--- config.mk ---
export PLATFORM = sky130hd
export DESIGN_NAME = modulo_timer
export DESIGN_NICKNAME = d
export VERILOG_FILES = /design/src/modulo_timer_pkg.sv /design/src/modulo_timer_tick.sv /design/src/modulo_timer.sv
export SDC_FILE = /design/constraint.sdc
export NUM_CORES = 1
export LEC_CHECK = 0
export BUFFER_PORTS_ARGS = -buffer_cell sky130_fd_sc_hd__buf_4
export CORE_AREA = 5 5 83 85
export CTS_CLUSTER_SIZE = 20
export DETAILED_ROUTE_END_ITERATION = 8
export DIE_AREA = 0 0 88 90
export GPL_ROUTABILITY_DRIVEN = 0
export GPL_TIMING_DRIVEN = 0
export PLACE_DENSITY = 0.72
export SLEW_MARGIN = 0
export SYNTH_ARGS = -nofsm -noshare
export SYNTH_HDL_FRONTEND = slang
export SYNTH_SLANG_ARGS = --single-unit
--- constraint.sdc ---
create_clock -name SYS_CLK -period 2 [get_ports SYS_CLK]
set_input_delay 0.3 -clock SYS_CLK [delete_from_list [all_inputs] [get_ports SYS_CLK]]
set_output_delay 0.3 -clock SYS_CLK [all_outputs]
set_load 0.05 [all_outputs]
--- src/modulo_timer_pkg.sv ---
// Package with register map, field layout and reset values of the modulo timer
package modulo_timer_pkg;

  // ---------------------------------------------------------------------------
  // Register offsets (byte addresses)
  // ---------------------------------------------------------------------------
  localparam logic [3:0] OFS_STATUS_CONTROL = 4'h0;
  localparam logic [3:0] OFS_CLOCK_CONFIG   = 4'h4;
  localparam logic [3:0] OFS_COUNTER_VALUE  = 4'h8;
  localparam logic [3:0] OFS_MODULO_VALUE   = 4'hc;

  // ---------------------------------------------------------------------------
  // Field positions
  // ---------------------------------------------------------------------------
  localparam int BIT_WRAP_FLAG     = 7;
  localparam int BIT_WRAP_IRQ_EN   = 6;
  localparam int BIT_COUNT_CLEAR   = 5;
  localparam int BIT_COUNTER_HALT  = 4;
  localparam int POS_SOURCE_SELECT = 4;
  localparam int POS_PRESCALE      = 0;

  // ---------------------------------------------------------------------------
  // Reset values
  // ---------------------------------------------------------------------------
  localparam logic [7:0] RST_COUNT    = 8'h00;
  localparam logic [7:0] RST_MODULO   = 8'h00;
  localparam logic [1:0] RST_SOURCE   = 2'h0;
  localparam logic [3:0] RST_PRESCALE = 4'h0;
  localparam logic [7:0] RST_DIVIDER  = 8'h00;

  // ---------------------------------------------------------------------------
  // Encodings
  // ---------------------------------------------------------------------------
  typedef enum logic [1:0] {
    SRC_BUS_CLOCK  = 2'h0,
    SRC_FIXED_FREQ = 2'h1,
    SRC_PIN_FALL   = 2'h2,
    SRC_PIN_RISE   = 2'h3
  } source_t;

  localparam logic [3:0] PRESCALE_MAX = 4'h8;

  typedef struct packed {
    logic [1:0] source_select;
    logic [3:0] prescale_select;
  } clock_cfg_t;

  typedef struct packed {
    logic       halt;
    logic       irq_enable;
  } control_t;

endpackage

--- src/modulo_timer_tick.sv ---
// Source selection, pin edge detection and power-of-two prescaler
`timescale 1ns/1ps
module modulo_timer_tick (
  input  wire logic                         clk,
  input  wire logic                         rst_b,
  input  wire modulo_timer_pkg::clock_cfg_t cfg,
  input  wire logic                         fixed_freq_clock,
  input  wire logic                         ext_count_pin,
  output logic                              tick
);

  // ---------------------------------------------------------------------------
  // Synchronisers
  // ---------------------------------------------------------------------------
  logic [1:0] pin_sync_ff;
  logic [1:0] fix_sync_ff;
  logic       pin_last_ff;
  logic       fix_last_ff;
  logic [7:0] divider_ff;
  logic       src_en;
  logic       pin_rise;
  logic       pin_fall;
  logic       fix_rise;
  logic [3:0] ps;

  always_ff @(posedge clk or negedge rst_b) begin
    if (!rst_b) begin
      pin_sync_ff <= 2'h0;
      fix_sync_ff <= 2'h0;
      pin_last_ff <= 1'b0;
      fix_last_ff <= 1'b0;
    end else begin
      pin_sync_ff <= {pin_sync_ff[0], ext_count_pin};
      fix_sync_ff <= {fix_sync_ff[0], fixed_freq_clock};
      pin_last_ff <= pin_sync_ff[1];
      fix_last_ff <= fix_sync_ff[1];
    end
  end

  assign pin_rise = pin_sync_ff[1] & ~pin_last_ff;
  assign pin_fall = ~pin_sync_ff[1] & pin_last_ff;
  assign fix_rise = fix_sync_ff[1] & ~fix_last_ff;

  // ---------------------------------------------------------------------------
  // Source selector
  // ---------------------------------------------------------------------------
  always_comb begin
    unique case (cfg.source_select)
      modulo_timer_pkg::SRC_BUS_CLOCK:  src_en = 1'b1;
      modulo_timer_pkg::SRC_FIXED_FREQ: src_en = fix_rise;
      modulo_timer_pkg::SRC_PIN_FALL:   src_en = pin_fall;
      modulo_timer_pkg::SRC_PIN_RISE:   src_en = pin_rise;
      default:                          src_en = 1'b1;
    endcase
  end

  // ---------------------------------------------------------------------------
  // Prescaler
  // ---------------------------------------------------------------------------
  assign ps = (cfg.prescale_select > modulo_timer_pkg::PRESCALE_MAX) ?
              modulo_timer_pkg::PRESCALE_MAX : cfg.prescale_select;

  always_ff @(posedge clk or negedge rst_b) begin
    if (!rst_b) begin
      divider_ff <= modulo_timer_pkg::RST_DIVIDER;
    end else if (src_en) begin
      divider_ff <= divider_ff + 8'h01;
    end
  end

  // Tick when all low divider bits below the tap are ones
  always_comb begin
    logic [8:0] mask;
    mask = (9'h001 << ps) - 9'h001;
    tick = src_en & (({1'b0, divider_ff} & mask) == mask);
  end

endmodule

--- src/modulo_timer.sv ---
// Modulo timer top: Wishbone register file, counter and wrap flag
//
// Operation
// - 8-bit up-counter with modulo, selector, prescaler
// - Stopped, free-running, modulo; stopped after reset
// - Modulo when modulo nonzero, else free-running
// - Reset halts, zeros count, modulo, source, prescale
// - Counts only while counter_halt is zero
// - Four sources: bus, fixed, pin fall/rise
// - Source change keeps count
// - Prescale divide by 1 to 256
// - Prescale change keeps count
// - Modulo accepts 01-FF, resets to zero
// - Count to modulo, then wrap to zero
// - Wrap flag set on wrap to zero
// - Modulo write while running zeros count, clears flag
// - Flag cleared by status read then zero write
// - Overflow between read and write cancels clear
// - count_clear or modulo write clears flag
// - Irq when flag and enable both set
// - Source encodings 00 bus to 11 pin rising
// - Prescale 0000-1000, others divide by 256
// - count_clear write-only, zeros count, reads zero
// - counter_value read-only live count
//
// The Wishbone register port and the address map are this design's own decisions.
`timescale 1ns/1ps
module modulo_timer (
  input  wire logic        SYS_CLK,
  input  wire logic        RST_B,
  input  wire logic        WB_CYC_I,
  input  wire logic        WB_STB_I,
  input  wire logic        WB_WE_I,
  input  wire logic [3:0]  WB_ADR_I,
  input  wire logic [3:0]  WB_SEL_I,
  input  wire logic [31:0] WB_DAT_I,
  output logic      [31:0] WB_DAT_O,
  output logic             WB_ACK_O,
  input  wire logic        FIXED_FREQ_CLOCK,
  input  wire logic        EXT_COUNT_PIN,
  output logic             WRAP_IRQ
);

  // ---------------------------------------------------------------------------
  // Registers
  // ---------------------------------------------------------------------------
  modulo_timer_pkg::clock_cfg_t cfg_ff;
  modulo_timer_pkg::control_t   ctl_ff;
  logic [7:0]                   count_ff;
  logic [7:0]                   modulo_ff;
  logic                         wrap_flag_ff;
  logic                         clear_armed_ff;
  logic                         ack_ff;
  logic [31:0]                  rdata_ff;
  logic                         irq_ff;
  logic                         tick;
  logic                         wrap;
  logic                         req;
  logic                         wr;
  logic                         rd;
  logic                         wr_sc;
  logic                         wr_clk;
  logic                         wr_mod;
  logic                         rd_sc;
  logic                         count_clear;
  logic [7:0]                   sc_read;

  function automatic logic hit(input logic [3:0] adr, input logic [3:0] ofs);
    hit = (adr == ofs);
  endfunction

  // ---------------------------------------------------------------------------
  // Bus decode
  // ---------------------------------------------------------------------------
  assign req    = WB_CYC_I & WB_STB_I & ~ack_ff;
  assign wr     = req & WB_WE_I & WB_SEL_I[0];
  assign rd     = req & ~WB_WE_I;
  assign wr_sc  = wr & hit(WB_ADR_I, modulo_timer_pkg::OFS_STATUS_CONTROL);
  assign wr_clk = wr & hit(WB_ADR_I, modulo_timer_pkg::OFS_CLOCK_CONFIG);
  assign wr_mod = wr & hit(WB_ADR_I, modulo_timer_pkg::OFS_MODULO_VALUE);
  assign rd_sc  = rd & hit(WB_ADR_I, modulo_timer_pkg::OFS_STATUS_CONTROL);
  assign count_clear = wr_sc & WB_DAT_I[modulo_timer_pkg::BIT_COUNT_CLEAR];

  assign sc_read = {wrap_flag_ff, ctl_ff.irq_enable, 1'b0, ctl_ff.halt, 4'h0};

  always_ff @(posedge SYS_CLK or negedge RST_B) begin
    if (!RST_B) begin
      ack_ff   <= 1'b0;
      rdata_ff <= 32'h0000_0000;
    end else begin
      ack_ff <= req;
      if (rd) begin
        unique case (WB_ADR_I)
          modulo_timer_pkg::OFS_STATUS_CONTROL: rdata_ff <= {24'h000000, sc_read};
          modulo_timer_pkg::OFS_CLOCK_CONFIG:   rdata_ff <= {26'h0, cfg_ff};
          modulo_timer_pkg::OFS_COUNTER_VALUE:  rdata_ff <= {24'h000000, count_ff};
          modulo_timer_pkg::OFS_MODULO_VALUE:   rdata_ff <= {24'h000000, modulo_ff};
          default:                              rdata_ff <= 32'h0000_0000;
        endcase
      end
    end
  end

  assign WB_ACK_O = ack_ff;
  assign WB_DAT_O = rdata_ff;

  // ---------------------------------------------------------------------------
  // Control registers
  // ---------------------------------------------------------------------------
  always_ff @(posedge SYS_CLK or negedge RST_B) begin
    if (!RST_B) begin
      ctl_ff.halt       <= 1'b1;
      ctl_ff.irq_enable <= 1'b0;
    end else if (wr_sc) begin
      ctl_ff.halt       <= WB_DAT_I[modulo_timer_pkg::BIT_COUNTER_HALT];
      ctl_ff.irq_enable <= WB_DAT_I[modulo_timer_pkg::BIT_WRAP_IRQ_EN];
    end
  end

  always_ff @(posedge SYS_CLK or negedge RST_B) begin
    if (!RST_B) begin
      cfg_ff.source_select   <= modulo_timer_pkg::RST_SOURCE;
      cfg_ff.prescale_select <= modulo_timer_pkg::RST_PRESCALE;
    end else if (wr_clk) begin
      cfg_ff <= WB_DAT_I[5:0];
    end
  end

  always_ff @(posedge SYS_CLK or negedge RST_B) begin
    if (!RST_B) begin
      modulo_ff <= modulo_timer_pkg::RST_MODULO;
    end else if (wr_mod) begin
      modulo_ff <= WB_DAT_I[7:0];
    end
  end

  // ---------------------------------------------------------------------------
  // Clock source and prescaler
  // ---------------------------------------------------------------------------
  modulo_timer_tick u_tick (
    .clk              (SYS_CLK),
    .rst_b            (RST_B),
    .cfg              (cfg_ff),
    .fixed_freq_clock (FIXED_FREQ_CLOCK),
    .ext_count_pin    (EXT_COUNT_PIN),
    .tick             (tick)
  );

  // ---------------------------------------------------------------------------
  // Counter
  // ---------------------------------------------------------------------------
  // Zero modulo behaves as FF: free-running wrap
  assign wrap = tick & ~ctl_ff.halt &
                (count_ff == ((modulo_ff == 8'h00) ? 8'hff : modulo_ff));

  always_ff @(posedge SYS_CLK or negedge RST_B) begin
    if (!RST_B) begin
      count_ff <= modulo_timer_pkg::RST_COUNT;
    end else if (count_clear || wr_mod) begin
      count_ff <= 8'h00;
    end else if (wrap) begin
      count_ff <= 8'h00;
    end else if (tick && !ctl_ff.halt) begin
      count_ff <= count_ff + 8'h01;
    end
  end

  // ---------------------------------------------------------------------------
  // Wrap flag
  // ---------------------------------------------------------------------------
  always_ff @(posedge SYS_CLK or negedge RST_B) begin
    if (!RST_B) begin
      clear_armed_ff <= 1'b0;
    end else if (wrap) begin
      clear_armed_ff <= 1'b0;
    end else if (rd_sc && wrap_flag_ff) begin
      clear_armed_ff <= 1'b1;
    end else if (wr_sc) begin
      clear_armed_ff <= 1'b0;
    end
  end

  always_ff @(posedge SYS_CLK or negedge RST_B) begin
    if (!RST_B) begin
      wrap_flag_ff <= 1'b0;
    end else if (wrap) begin
      wrap_flag_ff <= 1'b1;
    end else if (count_clear || wr_mod) begin
      wrap_flag_ff <= 1'b0;
    end else if (wr_sc && clear_armed_ff &&
                 !WB_DAT_I[modulo_timer_pkg::BIT_WRAP_FLAG]) begin
      wrap_flag_ff <= 1'b0;
    end
  end

  // ---------------------------------------------------------------------------
  // Interrupt request
  // ---------------------------------------------------------------------------
  always_ff @(posedge SYS_CLK or negedge RST_B) begin
    if (!RST_B) begin
      irq_ff <= 1'b0;
    end else begin
      irq_ff <= wrap_flag_ff & ctl_ff.irq_enable;
    end
  end

  assign WRAP_IRQ = irq_ff;

  // ---------------------------------------------------------------------------
  // Checks
  // ---------------------------------------------------------------------------
  property p_reset_halt;
    @(posedge SYS_CLK) $rose(RST_B) |-> ctl_ff.halt && count_ff == 8'h00;
  endproperty
  a_reset_halt: assert property (p_reset_halt) else $error("not halted after reset");

  property p_halt_hold;
    @(posedge SYS_CLK) disable iff (!RST_B)
      ctl_ff.halt && !wr_mod && !count_clear |=> $stable(count_ff);
  endproperty
  a_halt_hold: assert property (p_halt_hold) else $error("count moved while halted");

  property p_step;
    @(posedge SYS_CLK) disable iff (!RST_B)
      tick && !ctl_ff.halt && !wrap && !wr_mod && !count_clear
      |=> count_ff == $past(count_ff) + 8'h01;
  endproperty
  a_step: assert property (p_step) else $error("count did not step");

  property p_wrap_zero;
    @(posedge SYS_CLK) disable iff (!RST_B)
      wrap |=> count_ff == 8'h00 && wrap_flag_ff;
  endproperty
  a_wrap_zero: assert property (p_wrap_zero) else $error("wrap failed");

  property p_free_wrap;
    @(posedge SYS_CLK) disable iff (!RST_B)
      modulo_ff == 8'h00 && count_ff == 8'hff && tick && !ctl_ff.halt |-> wrap;
  endproperty
  a_free_wrap: assert property (p_free_wrap) else $error("no free wrap at ff");

  property p_mod_write;
    @(posedge SYS_CLK) disable iff (!RST_B)
      wr_mod |=> count_ff == 8'h00 && wrap_flag_ff == $past(wrap);
  endproperty
  a_mod_write: assert property (p_mod_write) else $error("modulo write ignored");

  property p_clear_needs_read;
    @(posedge SYS_CLK) disable iff (!RST_B)
      wrap_flag_ff && !clear_armed_ff && !wr_mod && !count_clear |=> wrap_flag_ff;
  endproperty
  a_clear_needs_read: assert property (p_clear_needs_read) else $error("flag dropped");

  property p_irq;
    @(posedge SYS_CLK) disable iff (!RST_B)
      wrap_flag_ff && ctl_ff.irq_enable |=> WRAP_IRQ;
  endproperty
  a_irq: assert property (p_irq) else $error("irq missing");

  property p_ack_one;
    @(posedge SYS_CLK) disable iff (!RST_B)
      WB_ACK_O |=> !WB_ACK_O;
  endproperty
  a_ack_one: assert property (p_ack_one) else $error("ack held");

  property p_ack_after_req;
    @(posedge SYS_CLK) disable iff (!RST_B)
      req |=> WB_ACK_O;
  endproperty
  a_ack_after_req: assert property (p_ack_after_req) else $error("ack late");

  property p_unmapped;
    @(posedge SYS_CLK) disable iff (!RST_B)
      rd && WB_ADR_I[1:0] != 2'h0 |=> WB_DAT_O == 32'h0000_0000;
  endproperty
  a_unmapped: assert property (p_unmapped) else $error("unmapped read not zero");

  property p_read_count;
    @(posedge SYS_CLK) disable iff (!RST_B)
      rd && WB_ADR_I == modulo_timer_pkg::OFS_COUNTER_VALUE |=>
      WB_DAT_O == {24'h000000, $past(count_ff)};
  endproperty
  a_read_count: assert property (p_read_count) else $error("count read wrong");

  property p_mod_read;
    @(posedge SYS_CLK) disable iff (!RST_B)
      rd && WB_ADR_I == modulo_timer_pkg::OFS_MODULO_VALUE |=> WB_DAT_O[7:0] == $past(modulo_ff);
  endproperty
  a_mod_read: assert property (p_mod_read) else $error("modulo read wrong");

  property p_read_sc;
    @(posedge SYS_CLK) disable iff (!RST_B)
      rd_sc |=> !WB_DAT_O[modulo_timer_pkg::BIT_COUNT_CLEAR] &&
                WB_DAT_O[modulo_timer_pkg::BIT_WRAP_FLAG] == $past(wrap_flag_ff);
  endproperty
  a_read_sc: assert property (p_read_sc) else $error("status read wrong");

  property p_clear_bit;
    @(posedge SYS_CLK) disable iff (!RST_B)
      count_clear |=> count_ff == 8'h00 && wrap_flag_ff == $past(wrap);
  endproperty
  a_clear_bit: assert property (p_clear_bit) else $error("count clear ignored");

  property p_halt_write;
    @(posedge SYS_CLK) disable iff (!RST_B)
      wr_sc |=> ctl_ff.halt == $past(WB_DAT_I[modulo_timer_pkg::BIT_COUNTER_HALT]);
  endproperty
  a_halt_write: assert property (p_halt_write) else $error("halt bit not written");

  property p_cfg_write;
    @(posedge SYS_CLK) disable iff (!RST_B)
      wr_clk |=> cfg_ff == $past(WB_DAT_I[5:0]);
  endproperty
  a_cfg_write: assert property (p_cfg_write) else $error("config not written");

  property p_cfg_keep;
    @(posedge SYS_CLK) disable iff (!RST_B)
      wr_clk && !tick |=> $stable(count_ff);
  endproperty
  a_cfg_keep: assert property (p_cfg_keep) else $error("count lost on config");

  property p_bus_tick;
    @(posedge SYS_CLK) disable iff (!RST_B)
      cfg_ff.source_select == 2'h0 && cfg_ff.prescale_select == 4'h0 |-> tick;
  endproperty
  a_bus_tick: assert property (p_bus_tick) else $error("bus clock tick missing");

  property p_mod_bound;
    @(posedge SYS_CLK) disable iff (!RST_B)
      modulo_ff != 8'h00 && count_ff <= modulo_ff |=> count_ff <= $past(modulo_ff);
  endproperty
  a_mod_bound: assert property (p_mod_bound) else $error("count passed modulo");

  property p_free_run;
    @(posedge SYS_CLK) disable iff (!RST_B)
      modulo_ff == 8'h00 && count_ff != 8'hff |-> !wrap;
  endproperty
  a_free_run: assert property (p_free_run) else $error("early free wrap");

  property p_flag_rise;
    @(posedge SYS_CLK) disable iff (!RST_B)
      !wrap_flag_ff && !wrap |=> !wrap_flag_ff;
  endproperty
  a_flag_rise: assert property (p_flag_rise) else $error("flag set without wrap");

  property p_disarm;
    @(posedge SYS_CLK) disable iff (!RST_B)
      wrap |=> !clear_armed_ff;
  endproperty
  a_disarm: assert property (p_disarm) else $error("clear still armed");

  property p_irq_off;
    @(posedge SYS_CLK) disable iff (!RST_B)
      !wrap_flag_ff || !ctl_ff.irq_enable |=> !WRAP_IRQ;
  endproperty
  a_irq_off: assert property (p_irq_off) else $error("spurious irq");

endmodule

==> key figures <==
Outcome
  • Status: finished with violations
  • Failing checks: negative setup slack

Detailed routing
  • Via density per instance: 4.99
  • Routed WL: 5640 um
  • # DRC: 0
  • DR iter-0 viols: 76
  • Final antenna-violating net count: 0
  • DR vias: 1,962
  • Routed length per instance: 14.3 um
  • DRT Pass-1 Iters: 4

Global routing
  • First-pass GRT wire length: between 9000 and 10,000 um
  • Met3 Resource Use GR: 0.0274
  • Met1 usage: 0.200
  • Pin count of the biggest net entering global routing: 51
  • Vias in the first global route: between 2,000 and 2,500
  • Antenna violations before repair: 0
  • Total grt overflow: 0
  • Met2 GRT Util: 0.255
  • Tot GR Track Use: 0.153
  • GRT Max-Usage Layer: met2

Die
  • Die Ht: 90 um
  • Die W: 88 um
  • Io pins: 81
  • Initial Util: 0.439
  • Core Rows: 29
  • Core area: 6130 sq um
  • Die area: between 7000 and 8000 sq um

Setup path
  • CP endpoint kind: register
  • Crit-path max FO: 8
  • Buf+Inv Stages, Crit Path: 1
  • Critical-path cell list: nor2_4 -> nand3b_1 -> ha_4 -> o221ai_2 -> a2111oi_4 -> buf_4 -> a41oi_4 -> a22oi_2 -> o31ai_2
  • Crit Path Class: register to register
  • Crit-path max cell delay: 0.44 ns
  • Delay-heaviest family, CP: compound AO/OA/AOI/OAI gates
  • Slowest CP cell: dfrtp_2
  • Crit path DAT: 2.39 ns
  • Worst path required time: 2.18 ns
  • Element type at the critical path start: register

Clocking
  • Reg clk slew, reported paths: 0.09 ns
  • H-tree Lvls: 2
  • CTS buffer count: 5
  • Maximum clock insertion buffer count: 2
  • Clock Sinks: 50
  • Worst skew pair latency: 0.30 ns
  • Clock tree from TritonCTS: built
  • Root Buffer: clkbuf_8

Power
  • PD cells: 1020 nW/um^2
  • Switching Fraction: 0.361
  • Leak: 1.55 nW
  • Seq pwr share: 0.433
  • Logic pwr share: 0.365
  • Peak supply drop: 0.000406 V
  • Clock network power share: 0.202
  • P_int: approximately 2.2 mW
  • Sw Pwr: 1.24 mW

STA
  • Final hold slack: 0.0120 ns
  • Slew headroom: 0.580
  • FMAX: 453 MHz
  • Final worst path period need: approximately 2.2 ns
  • Fin. Hold Viols: 0
  • Setup violations, final: 10
  • Tcrit/Tclk final: 1.10
  • Max-slew violations: 0
  • Final worst slack: -0.206 ns
  • Clock Skews: 0.0116 ns
  • Unrepaired setup endpoints after global routing: yes
  • Actual slew at the worst max-slew pin: 0.631 ns

Hold path
  • Hold Path Class: input port to asynchronous set/reset pin

Finish
  • Final design area excluding fillers: between 3000 and 4000 sq um
  • ANT cells: 0
  • Syn-to-layout area delta: 25.7%
  • Final Non-Filler Cells: 393
  • Multi-input gate area: between 1000 and 1500 sq um
  • Commonest cells after routing, fill and taps aside: buf_4 (60), dfrtp_1 (45), mux2_2 (24), conb_1 (24), nand2_1 (23)
  • Nets: 365
  • Commonest non-fill, non-tap cell in the layout: buf_4
  • Share of layout cells above drive strength 1: 0.396
  • Fillers: 557
  • Reg area: 1260 sq um

Synth
  • FF+latch count, synth: 50
  • Seq/Total Area, Yosys: 0.465
  • Synth Cell Area: 2690 sq um
  • Syn. warnings: 0
  • Syn Area/Cell: 10.8 sq um
  • Syn Inst Count: 249
  • Number of distinct library cells after synthesis: 51
  • Post-synth EDFFs: 0
  • Post-synth ARST share: 1.00
  • Prevailing post-synth register cell: dfrtp_1

Run
  • Max-cap check violation count: 0

Placement
  • DP HPWL: 4040 um
  • Port bufs: 29
  • Cell Area, Placed: 3130 sq um
  • Pre-CTS setup slack: -0.275 ns
  • Placed cell count: 378
[path summary, 6_finish.rpt]
| check | from | to | slack (ns) | depth (start not counted) |
|---|---|---|---|---|
| setup / recovery | cfg_ff[2] | count_ff[4] | -0.21 | 9 |
| hold / removal | RST_B | u_tick.fix_sync_ff[0] | 0.01 | 1 |
| setup reg to reg | cfg_ff[2] | count_ff[4] | -0.21 | 9 |
| hold reg to reg | u_tick.pin_sync_ff[0] | u_tick.pin_sync_ff[1] | 0.35 | 0 |
| max in group asynchronous | RST_B | cfg_ff[3] | 1.54 | 1 |
| min in group SYS_CLK | FIXED_FREQ_CLOCK | u_tick.fix_sync_ff[0] | 0.11 | 1 |
[what timing repair did]
action,4_1_cts,5_1_grt
pin swaps,13,3
gates resized for setup,19,3
setup endpoints to repair,10,18
endpoints found under the hold margin,0,0
hold buffers,0,0
setup buffers,7,0
[flip-flops by register name, summed over array words and instances (netlist names), 2 cells and up]
| register | flops |
|---|---|
| WB_DAT_O | 8 |
| count_ff | 8 |
| modulo_ff | 8 |
| u_tick.divider_ff | 8 |
| cfg_ff | 6 |
| ctl_ff | 2 |
| u_tick.fix_sync_ff | 2 |
| u_tick.pin_sync_ff | 2 |
[kinds of logic (layout without fill, tap and decap cells)]
kind of cell | count (synthesis) | after routing | share of synthesized area
compound gates | 40 | 40 | 0.101
fa+ha+maj | 3 | 3 | 0.0139
flops | 50 | 50 | 0.465
mux | 27 | 27 | 0.116
buf+inv | 34 | 78 | 0.0813
other cells | 1 | 24 | 0.00139
xor+xnor | 16 | 16 | 0.0520
simple gates | 78 | 78 | 0.169
[routing by layer]
| metal | up-vias | wire length [um] |
|---|---|---|
| li1 | 970 | - |
| met1 | 949 | 2470 |
| met2 | 37 | 2870 |
| met3 | 6 | 222 |
| met4 | 0 | 72 |
| met5 | - | 0 |
[through the flow]
step / setup TNS (ns) / power [mW] / utilization
after floorplan: -0.259 / 2.33 / -
after global placement: -1.90 / 2.57 / 0.511
after detailed placement: -2.31 / 2.60 / 0.511
after CTS: -1.31 / 3.44 / 0.549
after global routing: -2.52 / 3.67 / 0.552
final: -1.47 / 3.44 / 0.552
[cells in the mapped netlist, drive strengths merged (2+ instances only)]
library cell,n,area [sq um]
mux2,24,270
o31ai,4,30.0
xnor2,13,114
and2,4,25.0
a21oi,5,25.0
nand3b,3,22.5
and3,3,20.0
nand2b,4,25.0
nand2,24,92.6
clkbuf,2,7.51
xor2,3,26.3
or4,2,22.5
nand3,7,35.0
o21ai,13,65.1
buf,27,193
dfrtp,49,1230
nor2,10,45.0
inv,5,18.8
or2,2,12.5
nand4,6,37.5
a22oi,10,75.1
a21boi,2,18.8
nor3,5,41.3
ha,3,37.5
mux2i,2,20.0
[power groups by stage]
| stage | registers [mW] | clock network, mW | logic, mW |
|---|---|---|---|
| detailed placement | 1.50 | 0 | 1.11 |
| finish | 1.49 | 0.696 | 1.26 |
| floorplan | 1.48 | 0 | 0.856 |
| global placement | 1.50 | 0 | 1.08 |
| global route | 1.53 | 0.765 | 1.37 |
| CTS | 1.48 | 0.712 | 1.24 |
[cell type report]
cell class                      instances  share of cell area
Buffer                                 29              0.0610
Clock buffer                            7              0.0226
Clock inverter                          1             0.00887
Inverter                                5             0.00555
Multi-Input combinational cell        188               0.422
Sequential cell                        50               0.372
Tap cell                               77              0.0285
Timing Repair Buffer                   36              0.0799
(Power assumes the default switching activity.)
